`src/common/dgd_pkg.sv`:
```
/*
   Package for the dual-group input diagnostics block: register map, field layouts,
   reset values and timing counts.
   Assumes a 100 MHz clock and a 32-bit plain register port with byte offsets.
*/
package dgd_pkg;

   // Clock and timing
   localparam int unsigned CLK_MHZ  = 100;
   localparam int unsigned DLY0_US  = 100;
   localparam int unsigned DLY1_US  = 500;
   localparam int unsigned DLY2_US  = 3000;
   localparam int unsigned DLY3_US  = 15000;
   localparam int unsigned DLY4_US  = 20000;
   localparam int unsigned DLY0_CYC = DLY0_US * CLK_MHZ;
   localparam int unsigned DLY1_CYC = DLY1_US * CLK_MHZ;
   localparam int unsigned DLY2_CYC = DLY2_US * CLK_MHZ;
   localparam int unsigned DLY3_CYC = DLY3_US * CLK_MHZ;
   localparam int unsigned DLY4_CYC = DLY4_US * CLK_MHZ;
   localparam int unsigned HOLD_MS  = 30;
   localparam int unsigned HOLD_CYC = HOLD_MS * 1000 * CLK_MHZ;
   localparam int unsigned CNT_W    = 22;

   // Sizes
   localparam int unsigned NCH   = 16;
   localparam int unsigned NGRP  = 8;
   localparam int unsigned NSUP  = 2;
   localparam int unsigned ADR_W = 8;
   localparam int unsigned DAT_W = 32;

   // Register byte offsets
   localparam logic [7:0] OFF_CFG   = 8'h00;
   localparam logic [7:0] OFF_EDGE  = 8'h04;
   localparam logic [7:0] OFF_INPUT = 8'h08;
   localparam logic [7:0] OFF_DIAG  = 8'h0C;
   localparam logic [7:0] OFF_PEND  = 8'h10;
   localparam logic [7:0] OFF_STAT  = 8'h14;
   localparam logic [7:0] OFF_MASK  = 8'h18;

   // Configuration word, bits 7:0 of the configuration register
   typedef struct packed {
      logic [2:0] delay_sel;
      logic       wire_diag_en;
      logic [1:0] supply_diag_en;
      logic       hw_irq_en;
      logic       diag_irq_en;
   } dgd_cfg_t;
   localparam int unsigned CFG_W       = 8;
   localparam logic [2:0]  DLY_SEL_DEF = 3'h2;
   localparam logic [2:0]  DLY_SEL_MAX = 3'h4;
   localparam dgd_cfg_t    CFG_RST     = '{delay_sel: DLY_SEL_DEF, default: '0};

   // Edge trigger word: rise enables in 7:0, fall enables in 15:8
   typedef struct packed {
      logic [7:0] fall;
      logic [7:0] rise;
   } dgd_edge_t;
   localparam int unsigned EDGE_W = 16;

   // Diagnostic data word, bits 15:0 of the diagnostic register
   typedef struct packed {
      logic       load_fail;
      logic       hw_lost;
      logic       param_err;
      logic       fuse;
      logic       int_aux;
      logic       ext_aux;
      logic [7:0] wire_break;
      logic [1:0] supply_missing;
   } dgd_diag_t;
   localparam int unsigned DIAG_W = 16;

   // Interrupt status and mask layout
   localparam int unsigned IRQ_W      = 2;
   localparam int unsigned IRQ_DIAG_B = 0;
   localparam int unsigned IRQ_HW_B   = 1;

endpackage : dgd_pkg

```
`src/verilog/dgd_filter.sv`:
```
/*
   Single-channel input delay filter: the output follows the raw level once it has
   stayed constant for limit_i cycles.
   Assumes raw_i is synchronous to clk_i and limit_i is at least one.
*/
`timescale 1ns/1ns
`default_nettype none

module dgd_filter #(
   parameter int unsigned CNT_W = 22
) (
   // Clock and reset
   input  wire logic             clk_i,
   input  wire logic             srst_i,
   // Channel
   input  wire logic             raw_i,
   input  wire logic [CNT_W-1:0] limit_i,
   output logic                  value_o
);

   logic [CNT_W-1:0] cnt_q;
   logic             value_q;

   always_ff @(posedge clk_i) begin
      if (srst_i) begin
         cnt_q   <= '0;
         value_q <= 1'b0;
      end else if (raw_i == value_q) begin
         cnt_q <= '0;
      end else if ((cnt_q + CNT_W'(1)) >= limit_i) begin
         value_q <= raw_i;
         cnt_q   <= '0;
      end else begin
         cnt_q <= cnt_q + CNT_W'(1);
      end
   end

   assign value_o = value_q;

   property p_stable_before_update;
      @(posedge clk_i) disable iff (srst_i)
      $changed(value_q) |-> (($past(cnt_q) + CNT_W'(1)) >= $past(limit_i));
   endproperty
   a_stable_before_update: assert property (p_stable_before_update)
      else $error("filter output changed before the delay elapsed");

endmodule : dgd_filter

`default_nettype wire

```
`src/verilog/dgd_top.sv`:
```
/*
   Diagnostics, input filtering and configuration for a 16-channel digital input
   block with two sensor-supply groups and eight edge-interrupt channel pairs.
   Assumes all inputs are synchronous to clk_i and a plain register port that never
   waits; the host services edge interrupts by clearing pending bits.
*/
// The strobed register port and the register addresses were chosen for this implementation.
`timescale 1ns/1ns
`default_nettype none

module dgd_top #(
   parameter int unsigned CNT_W    = dgd_pkg::CNT_W,
   parameter int unsigned DLY_CYC0 = dgd_pkg::DLY0_CYC,
   parameter int unsigned DLY_CYC1 = dgd_pkg::DLY1_CYC,
   parameter int unsigned DLY_CYC2 = dgd_pkg::DLY2_CYC,
   parameter int unsigned DLY_CYC3 = dgd_pkg::DLY3_CYC,
   parameter int unsigned DLY_CYC4 = dgd_pkg::DLY4_CYC,
   parameter int unsigned HOLD_CYC = dgd_pkg::HOLD_CYC
) (
   // Clock and reset
   input  wire logic                       clk_i,
   input  wire logic                       srst_i,
   // Register port
   input  wire logic [dgd_pkg::ADR_W-1:0]  addr_i,
   input  wire logic [dgd_pkg::DAT_W-1:0]  wdata_i,
   input  wire logic                       we_i,
   input  wire logic                       re_i,
   output logic [dgd_pkg::DAT_W-1:0]       rdata_o,
   // Field inputs and supply monitors
   input  wire logic [dgd_pkg::NCH-1:0]    raw_in_i,
   input  wire logic [dgd_pkg::NCH-1:0]    wire_break_i,
   input  wire logic                       load_ok_i,
   input  wire logic [dgd_pkg::NSUP-1:0]   sensor_missing_i,
   input  wire logic [dgd_pkg::NSUP-1:0]   sensor_short_i,
   input  wire logic                       ext_aux_missing_i,
   input  wire logic                       int_aux_missing_i,
   input  wire logic                       fuse_blown_i,
   // Outputs
   output logic [dgd_pkg::NCH-1:0]         in_value_o,
   output logic [dgd_pkg::NSUP-1:0]        sensor_supply_out_o,
   output logic                            group_fault_lamp_o,
   output logic                            irq_o
);

   localparam int unsigned NCH  = dgd_pkg::NCH;
   localparam int unsigned NGRP = dgd_pkg::NGRP;

   dgd_pkg::dgd_cfg_t            cfg_q;
   dgd_pkg::dgd_cfg_t            cfg_w;
   dgd_pkg::dgd_edge_t           edge_q;
   dgd_pkg::dgd_diag_t           diag_d;
   dgd_pkg::dgd_diag_t           diag_q;
   logic [NCH-1:0]               filt;
   logic [NCH-1:0]               filt_prev_q;
   logic [NCH-1:0]               evt;
   logic [NCH-1:0]               busy;
   logic [NCH-1:0]               accept;
   logic [NCH-1:0]               pend_q;
   logic [NCH-1:0]               pend_clr;
   logic [NCH-1:0]               in_value_q;
   logic [NGRP-1:0]              wire_grp;
   logic [dgd_pkg::IRQ_W-1:0]    stat_q;
   logic [dgd_pkg::IRQ_W-1:0]    stat_set;
   logic [dgd_pkg::IRQ_W-1:0]    stat_clr;
   logic [dgd_pkg::IRQ_W-1:0]    mask_q;
   logic [CNT_W-1:0]             limit;
   logic [CNT_W-1:0]             hold_cnt_q;
   logic [dgd_pkg::DAT_W-1:0]    rdata_q;
   logic [dgd_pkg::NSUP-1:0]     supply_q;
   logic                         zero_q;
   logic                         lamp_q;
   logic                         param_err_q;
   logic                         hw_lost_q;
   logic                         lost;
   logic                         sel_ok;
   logic                         wr_cfg;
   logic                         wr_edge;
   logic                         wr_pend;
   logic                         wr_stat;
   logic                         wr_mask;

   // Write decode
   assign wr_cfg  = we_i && (addr_i == dgd_pkg::OFF_CFG);
   assign wr_edge = we_i && (addr_i == dgd_pkg::OFF_EDGE);
   assign wr_pend = we_i && (addr_i == dgd_pkg::OFF_PEND);
   assign wr_stat = we_i && (addr_i == dgd_pkg::OFF_STAT);
   assign wr_mask = we_i && (addr_i == dgd_pkg::OFF_MASK);
   assign cfg_w   = dgd_pkg::dgd_cfg_t'(wdata_i[dgd_pkg::CFG_W-1:0]);
   assign sel_ok  = (cfg_w.delay_sel <= dgd_pkg::DLY_SEL_MAX);

   // Configuration; an illegal delay keeps the old one and flags the error
   always_ff @(posedge clk_i) begin
      if (srst_i) begin
         cfg_q <= dgd_pkg::CFG_RST;
      end else if (wr_cfg) begin
         cfg_q           <= cfg_w;
         cfg_q.delay_sel <= sel_ok ? cfg_w.delay_sel : cfg_q.delay_sel;
      end
   end

   always_ff @(posedge clk_i) begin
      if (srst_i) begin
         edge_q <= '0;
      end else if (wr_edge) begin
         edge_q <= dgd_pkg::dgd_edge_t'(wdata_i[dgd_pkg::EDGE_W-1:0]);
      end
   end

   always_ff @(posedge clk_i) begin
      if (srst_i) begin
         param_err_q <= 1'b0;
      end else if (wr_cfg) begin
         param_err_q <= !sel_ok;
      end
   end

   // Lost interrupt stays until parameters with a legal delay are loaded; a new loss wins
   always_ff @(posedge clk_i) begin
      if (srst_i) begin
         hw_lost_q <= 1'b0;
      end else if (lost) begin
         hw_lost_q <= 1'b1;
      end else if (wr_cfg && sel_ok) begin
         hw_lost_q <= 1'b0;
      end
   end

   // Delay selection
   always_comb begin
      unique case (cfg_q.delay_sel)
         3'h0:    limit = CNT_W'(DLY_CYC0);
         3'h1:    limit = CNT_W'(DLY_CYC1);
         3'h2:    limit = CNT_W'(DLY_CYC2);
         3'h3:    limit = CNT_W'(DLY_CYC3);
         default: limit = CNT_W'(DLY_CYC4);
      endcase
   end

   // Per-channel filter and edge detection
   for (genvar i = 0; i < NCH; i++) begin : g_ch
      dgd_filter #(
         .CNT_W   (CNT_W)
      ) u_filter (
         .clk_i   (clk_i),
         .srst_i  (srst_i),
         .raw_i   (raw_in_i[i]),
         .limit_i (limit),
         .value_o (filt[i])
      );
      assign evt[i] = cfg_q.hw_irq_en &&
                      ((edge_q.rise[i/2] && filt[i] && !filt_prev_q[i]) ||
                       (edge_q.fall[i/2] && !filt[i] && filt_prev_q[i]));
   end

   always_ff @(posedge clk_i) begin
      if (srst_i) begin
         filt_prev_q <= '0;
      end else begin
         filt_prev_q <= filt;
      end
   end

   // Pending edge interrupts; a clear and a new event together leave it pending
   assign pend_clr = wr_pend ? wdata_i[NCH-1:0] : '0;
   assign busy     = pend_q & ~pend_clr;
   assign accept   = evt & ~busy;
   assign lost     = |(evt & busy);

   always_ff @(posedge clk_i) begin
      if (srst_i) begin
         pend_q <= '0;
      end else begin
         pend_q <= busy | accept;
      end
   end

   // Load supply hold-off
   always_ff @(posedge clk_i) begin
      if (srst_i || load_ok_i) begin
         hold_cnt_q <= '0;
         zero_q     <= 1'b0;
      end else if (hold_cnt_q == CNT_W'(HOLD_CYC - 1)) begin
         zero_q <= 1'b1;
      end else begin
         hold_cnt_q <= hold_cnt_q + CNT_W'(1);
      end
   end

   always_ff @(posedge clk_i) begin
      if (srst_i) begin
         in_value_q <= '0;
      end else begin
         in_value_q <= zero_q ? '0 : filt;
      end
   end

   // Diagnostic conditions
   always_comb begin
      for (int g = 0; g < NGRP; g++) begin
         wire_grp[g] = |wire_break_i[2*g +: 2];
      end
      diag_d                = '0;
      diag_d.supply_missing = sensor_missing_i & cfg_q.supply_diag_en;
      diag_d.wire_break     = wire_grp & {NGRP{cfg_q.wire_diag_en}};
      diag_d.ext_aux        = ext_aux_missing_i;
      diag_d.int_aux        = int_aux_missing_i;
      diag_d.fuse           = fuse_blown_i;
      diag_d.param_err      = param_err_q;
      diag_d.hw_lost        = hw_lost_q;
      diag_d.load_fail      = !load_ok_i;
   end

   always_ff @(posedge clk_i) begin
      if (srst_i) begin
         diag_q   <= '0;
         lamp_q   <= 1'b0;
         supply_q <= '0;
      end else begin
         diag_q   <= diag_d;
         lamp_q   <= (|diag_d) || (|sensor_short_i);
         supply_q <= ~sensor_short_i;
      end
   end

   // Interrupt status, set wins over write-one-to-clear
   assign stat_set[dgd_pkg::IRQ_DIAG_B] = cfg_q.diag_irq_en && (diag_d != diag_q);
   assign stat_set[dgd_pkg::IRQ_HW_B]   = |accept;
   assign stat_clr = wr_stat ? wdata_i[dgd_pkg::IRQ_W-1:0] : '0;

   always_ff @(posedge clk_i) begin
      if (srst_i) begin
         stat_q <= '0;
         mask_q <= '0;
      end else begin
         stat_q <= (stat_q & ~stat_clr) | stat_set;
         if (wr_mask) begin
            mask_q <= wdata_i[dgd_pkg::IRQ_W-1:0];
         end
      end
   end

   // Read data, valid only in the cycle after the strobe
   always_ff @(posedge clk_i) begin
      if (srst_i || !re_i) begin
         rdata_q <= '0;
      end else begin
         unique case (addr_i)
            dgd_pkg::OFF_CFG:   rdata_q <= {24'h000000, cfg_q};
            dgd_pkg::OFF_EDGE:  rdata_q <= {16'h0000, edge_q};
            dgd_pkg::OFF_INPUT: rdata_q <= {16'h0000, in_value_q};
            dgd_pkg::OFF_DIAG:  rdata_q <= {16'h0000, diag_q};
            dgd_pkg::OFF_PEND:  rdata_q <= {16'h0000, pend_q};
            dgd_pkg::OFF_STAT:  rdata_q <= {30'h0, stat_q};
            dgd_pkg::OFF_MASK:  rdata_q <= {30'h0, mask_q};
            default:            rdata_q <= '0;
         endcase
      end
   end

   assign rdata_o             = rdata_q;
   assign in_value_o          = in_value_q;
   assign sensor_supply_out_o = supply_q;
   assign group_fault_lamp_o  = lamp_q;
   assign irq_o               = |(stat_q & mask_q);

   property p_cfg_gate;
      @(posedge clk_i) disable iff (srst_i)
      (cfg_q.supply_diag_en == 2'h0 && !cfg_q.wire_diag_en) |->
         (diag_d.supply_missing == 2'h0 && diag_d.wire_break == 8'h00);
   endproperty
   a_cfg_gate: assert property (p_cfg_gate)
      else $error("configurable diagnosis reported while disabled");

   property p_fuse_always;
      @(posedge clk_i) disable iff (srst_i)
      fuse_blown_i |=> diag_q.fuse && group_fault_lamp_o;
   endproperty
   a_fuse_always: assert property (p_fuse_always)
      else $error("fuse fault not reported");

   property p_diag_irq;
      @(posedge clk_i) disable iff (srst_i)
      (cfg_q.diag_irq_en && (diag_d != diag_q)) |=> stat_q[0];
   endproperty
   a_diag_irq: assert property (p_diag_irq)
      else $error("diagnostic change did not set interrupt status");

   property p_lamp_off;
      @(posedge clk_i) disable iff (srst_i)
      (diag_d == 16'h0000 && sensor_short_i == 2'h0) |=> !group_fault_lamp_o;
   endproperty
   a_lamp_off: assert property (p_lamp_off)
      else $error("fault lamp lit with no fault present");

   property p_short_lamp;
      @(posedge clk_i) disable iff (srst_i)
      (|sensor_short_i) |=> group_fault_lamp_o;
   endproperty
   a_short_lamp: assert property (p_short_lamp)
      else $error("sensor short did not light the lamp");

   property p_delay_legal;
      @(posedge clk_i) disable iff (srst_i)
      cfg_q.delay_sel <= 3'h4;
   endproperty
   a_delay_legal: assert property (p_delay_legal)
      else $error("illegal delay selection stored");

   property p_zero_out;
      @(posedge clk_i) disable iff (srst_i)
      zero_q |=> (in_value_o == 16'h0000);
   endproperty
   a_zero_out: assert property (p_zero_out)
      else $error("inputs not forced to zero after supply loss");

   property p_hold_time;
      @(posedge clk_i) disable iff (srst_i)
      $rose(zero_q) |-> ($past(hold_cnt_q) == CNT_W'(HOLD_CYC - 1)) && !$past(load_ok_i);
   endproperty
   a_hold_time: assert property (p_hold_time)
      else $error("inputs zeroed before the hold time");

   property p_pend_kept;
      @(posedge clk_i) disable iff (srst_i)
      (busy != 16'h0000) |=> ((pend_q & $past(busy)) == $past(busy));
   endproperty
   a_pend_kept: assert property (p_pend_kept)
      else $error("pending edge interrupt dropped without service");

   property p_lost_flag;
      @(posedge clk_i) disable iff (srst_i)
      lost |=> hw_lost_q ##1 diag_q.hw_lost;
   endproperty
   a_lost_flag: assert property (p_lost_flag)
      else $error("lost interrupt not flagged");

endmodule : dgd_top

`default_nettype wire
```
`config.mk`:
```
export PLATFORM = sky130hd
export DESIGN_NAME = dgd_top
export DESIGN_NICKNAME = d
export VERILOG_FILES = /design/src/common/dgd_pkg.sv /design/src/verilog/dgd_filter.sv /design/src/verilog/dgd_top.sv
export SDC_FILE = /design/constraint.sdc
export NUM_CORES = 1
export LEC_CHECK = 0
export BUFFER_PORTS_ARGS = -buffer_cell sky130_fd_sc_hd__buf_2
export CAP_MARGIN = 30
export CORE_MARGIN = 2
export CORE_UTILIZATION = 40
export DETAILED_ROUTE_END_ITERATION = 6
export GPL_ROUTABILITY_DRIVEN = 0
export GPL_TIMING_DRIVEN = 0
export HOLD_SLACK_MARGIN = 0.06
export PLACE_DENSITY = 0.61
export SLEW_MARGIN = 20
export SYNTH_ARGS = -nofsm -noshare
export SYNTH_HDL_FRONTEND = slang
export SYNTH_SLANG_ARGS = --single-unit
```
`constraint.sdc`:
```
create_clock -name clk_i -period 7.35 [get_ports clk_i]
set_input_delay 2.205 -clock clk_i [delete_from_list [all_inputs] [get_ports clk_i]]
set_output_delay 2.205 -clock clk_i [all_outputs]
set_load 0.01 [all_outputs]
```
==> reports/metrics.cfg <==
[run_status]
outcome = finished, violations left
violations = design-rule violations

[route]
dr.pass1.iters = 7
drt_iter0_markers = 1537
wire_per_inst_um = 17.2
vias = 22700
via_per_inst = 5.22
antenna_left = 0
routed_wl_um = 74900
drc = 3

[yosys]
synth.distinct_cells = 89
netlist_instances = 3161
synth_edf_count = 0
synth_top_area_share_pct = 36.2
ys_seq_area_share_pct = 36.2
yosys.cell_count.top_type = dfxtp_1
syn_area_um2 = 27900
synth_top_cell_by_area = dfxtp_1
yosysWarningCount = 0
ys_ff_latch = 504
synthArstFlopShare_pct = 0
synthTopCellsByArea = dfxtp_1 (36%), ha_1 (12%), xnor2_1 (6.3%)
post_synth_most_frequent_cells = dfxtp_1 (504), nor2_1 (306), ha_1 (261), nand2_1 (249), nor2b_1 (228)
synth.avg_cell_area_um2 = 8.82
synthFlopType = dfxtp_1

[worst_setup_path]
critical-path-max-stage-delay_ns = 0.72
reg2reg_from = cfg_q[7]
path_max_fanout = 21
crit_buf_inv = 5
cp_slowest_cell = or2_2
cp_top_family = buffers and inverters
reg2reg_to = g_ch[9].u_filter.cnt_q[17]
critPathKind = flip-flop to flip-flop
crit_path_cell_trace = clkbuf_1, inv_2, nand2_2, buf_12, or2_2, and2_2, buf_12, ha_1, a21o_1, a21o_1, a221oi_1, o2bb2ai_1, a211oi_2, clkbuf_1, and3_1
worstPathRequired_ns = 7.91
r2r_slack_ns = 1.52
cp-start-kind = flip-flop
arrival_ns = 6.39
end_kind = flip-flop
reg2reg_depth = 15

[layout]
multi_input_area_um2 = 17200
layout-area-overhead-vs-synth_pct = 14.9
finalNetCount = 3710
n_fill_cell = 6751
seqCellArea_um2 = 10100
fin_util_pct = 46.5
drive_above_1_share_pct = 9.93

[floorplan]
initial_core_util_pct = 40.5
die_h_um = 268
fp.dieW_um = 268
ioPinCount = 136
rows = 96
core_um2 = 68800
die-area_um2 = 71800

[hold_path]
hold_path_class = flip-flop to flip-flop
hp-start = g_ch[10].u_filter.cnt_q[0]
hold-path-endpoint = g_ch[10].u_filter.cnt_q[0]
hold_depth = 1

[power_and_ir_drop]
p_seq_share_pct = 45.1
p_leak_nw = 13.1
netSwitchingPower_mw = 1.37
p_int_mw = 4.80
peakVddDrop_mv = 0.184
swShare_pct = 22.2
pwr-share-comb_pct = 3.2
pwr-share-clk_pct = 51.7
power_density_nw_per_um2 = 193

[clock_tree]
hold_buffers = 0
cts_tree = done
numCtsBuffers = 57
cts_sinks = 504
post_cts_buffers = 0
worst_skew_pair.late_latency_ns = 0.62
cts.clk_slew.worst_paths_ns = 0.06
htree_levels = 2
cts-root-buf = clkbuf_16
clk_path_buf_depth = 3
ctsResizeCount = 0

[sta]
post-route-min-period_ns = 5.83
setup_viol = 0
rsz0062_at_grt = false
fin_skew_ns = 0.0101
tightest_slew_ns = 0.996
report.final.slew_viol_count = 0
fin_crit_sh_pct = 79.3
slew_headroom_pct = 33.1
hold_viol = 0
whs_ns = 0.444
fmax_mhz = 172

[grt]
grt_pass1_wl_um = 118000
grt.overflow.total = 0
grt_pass1_vias = 21500
grt_usage_pct = 20.7
grt_max_degree = 33
antenna_found_initial = 9

[placement]
io_buffers = 103
place_hpwl_um = 54600

[job]
cap_violations = 0

-- how the worst max path moves through the flow --
stage          startpoint                         end  cells past startpoint
6_report         cfg_q[7]  g_ch[9].u_filter.cnt_q[17]                     15
3_5_place_dp       srst_i   g_ch[14].u_filter.value_o                      7
2_1_floorplan   addr_i[5]                   hw_lost_q                      8
4_1_cts          cfg_q[7]  g_ch[9].u_filter.cnt_q[17]                     15
3_3_place_gp     cfg_q[5]   g_ch[4].u_filter.cnt_q[7]                     12
5_1_grt          cfg_q[7]    g_ch[9].u_filter.value_o                     15
-- through the flow --
stage	cell area, um^2	TNS [ns]	power, mW	setup WS (ns)	std cells
after detailed placement	29900	0	3.04	1.33	4237
after floorplan	28000	0	2.95	3.13	3192
after global routing	32000	0	6.37	1.22	4344
final	32000	0	6.18	1.52	4345
after global placement	29700	-740.67	3.04	-2.56	4226
after CTS	32000	0	6.25	1.47	4344
-- flip-flops by register name (all words and copies together), names as in the netlist, 2 cells and up --
signal / flops
rdata_o: 16
sensor_supply_out_o: 2
filt_prev_q: 16
hold_cnt_q: 22
pend_q: 16
stat_q: 2
g_ch.u_filter.cnt_q: 352
in_value_o: 16
mask_q: 2
cfg_q: 8
edge_q: 16
g_ch.u_filter.value_o: 16
diag_q: 16
-- power groups by stage --
| stage | Clock (mW) | Sequential (mW) | Combinational, mW |
|---|---|---|---|
| 3_5_place_dp | 0 | 2.85 | 0.195 |
| 5_1_grt | 3.37 | 2.79 | 0.213 |
| 3_3_place_gp | 0 | 2.85 | 0.194 |
| 4_1_cts | 3.27 | 2.79 | 0.195 |
| 6_report | 3.19 | 2.79 | 0.195 |
| 2_1_floorplan | 0 | 2.84 | 0.113 |
-- cell type report --
class	instances	area share, %
Tap cell	931	3.64
Clock inverter	32	1.51
Sequential cell	504	31.5
Clock buffer	75	5.08
Multi-Input combinational cell	2522	53.7
Buffer	104	1.61
Timing Repair Buffer	114	2.20
Inverter	62	0.727
Antenna cell	1	0.00781
-- kinds of logic (layout without fill, tap and decap cells) --
logic type               after synthesis  count (layout)  share of synthesized area [%]
buffers and inverters                166             387                           2.67
XOR/XNOR                             361             361                           11.3
flip-flops                           504             504                           36.2
multiplexers                          33              33                           1.30
other                                  1              33                         0.0135
adder cells (fa/ha/maj)              261             261                           11.7
AND/OR/NAND/NOR                     1448            1448                           27.4
AO/OA/AOI/OAI                        387             387                           9.30
-- layer usage --
metal / up-vias / track usage [%] / wire length, um
li1: 11600 / - / -
met1: 10500 / 28.3 / 35600
met2: 426 / 32.9 / 32700
met3: 149 / 3.59 / 3980
met4: 8 / 7.47 / 2580
met5: - / 0 / 54
-- layout by cell type (no fill, tap or decap), types with 11 or more instances in the layout --
| cell type | count |
|---|---|
| and3_1 | 108 |
| bufinv_16 | 12 |
| clkbuf_16 | 59 |
| mux2_2 | 25 |
| xor2_1 | 161 |
| or3_1 | 11 |
| a211oi_1 | 23 |
| o211ai_1 | 11 |
| a21oi_1 | 115 |
| inv_1 | 60 |
| dfxtp_1 | 504 |
| and2_1 | 25 |
| a22oi_1 | 18 |
| and4_1 | 25 |
| nand2b_1 | 17 |
| ha_1 | 261 |
| nor4_1 | 32 |
| a31oi_1 | 12 |
| o22ai_1 | 25 |
| nand4_1 | 106 |
| o31ai_1 | 11 |
| clkbuf_1 | 68 |
| o21ai_0 | 45 |
| buf_2 | 118 |
| conb_1 | 32 |
| buf_4 | 20 |
| nand2_1 | 247 |
| clkinv_2 | 12 |
| a21boi_0 | 15 |
| nor2_1 | 303 |
| nand3_1 | 204 |
| xnor2_1 | 200 |
| nor2b_1 | 228 |
| a21o_1 | 31 |
| nor3_1 | 55 |
Note: power is estimated with default switching activity, not from simulation.
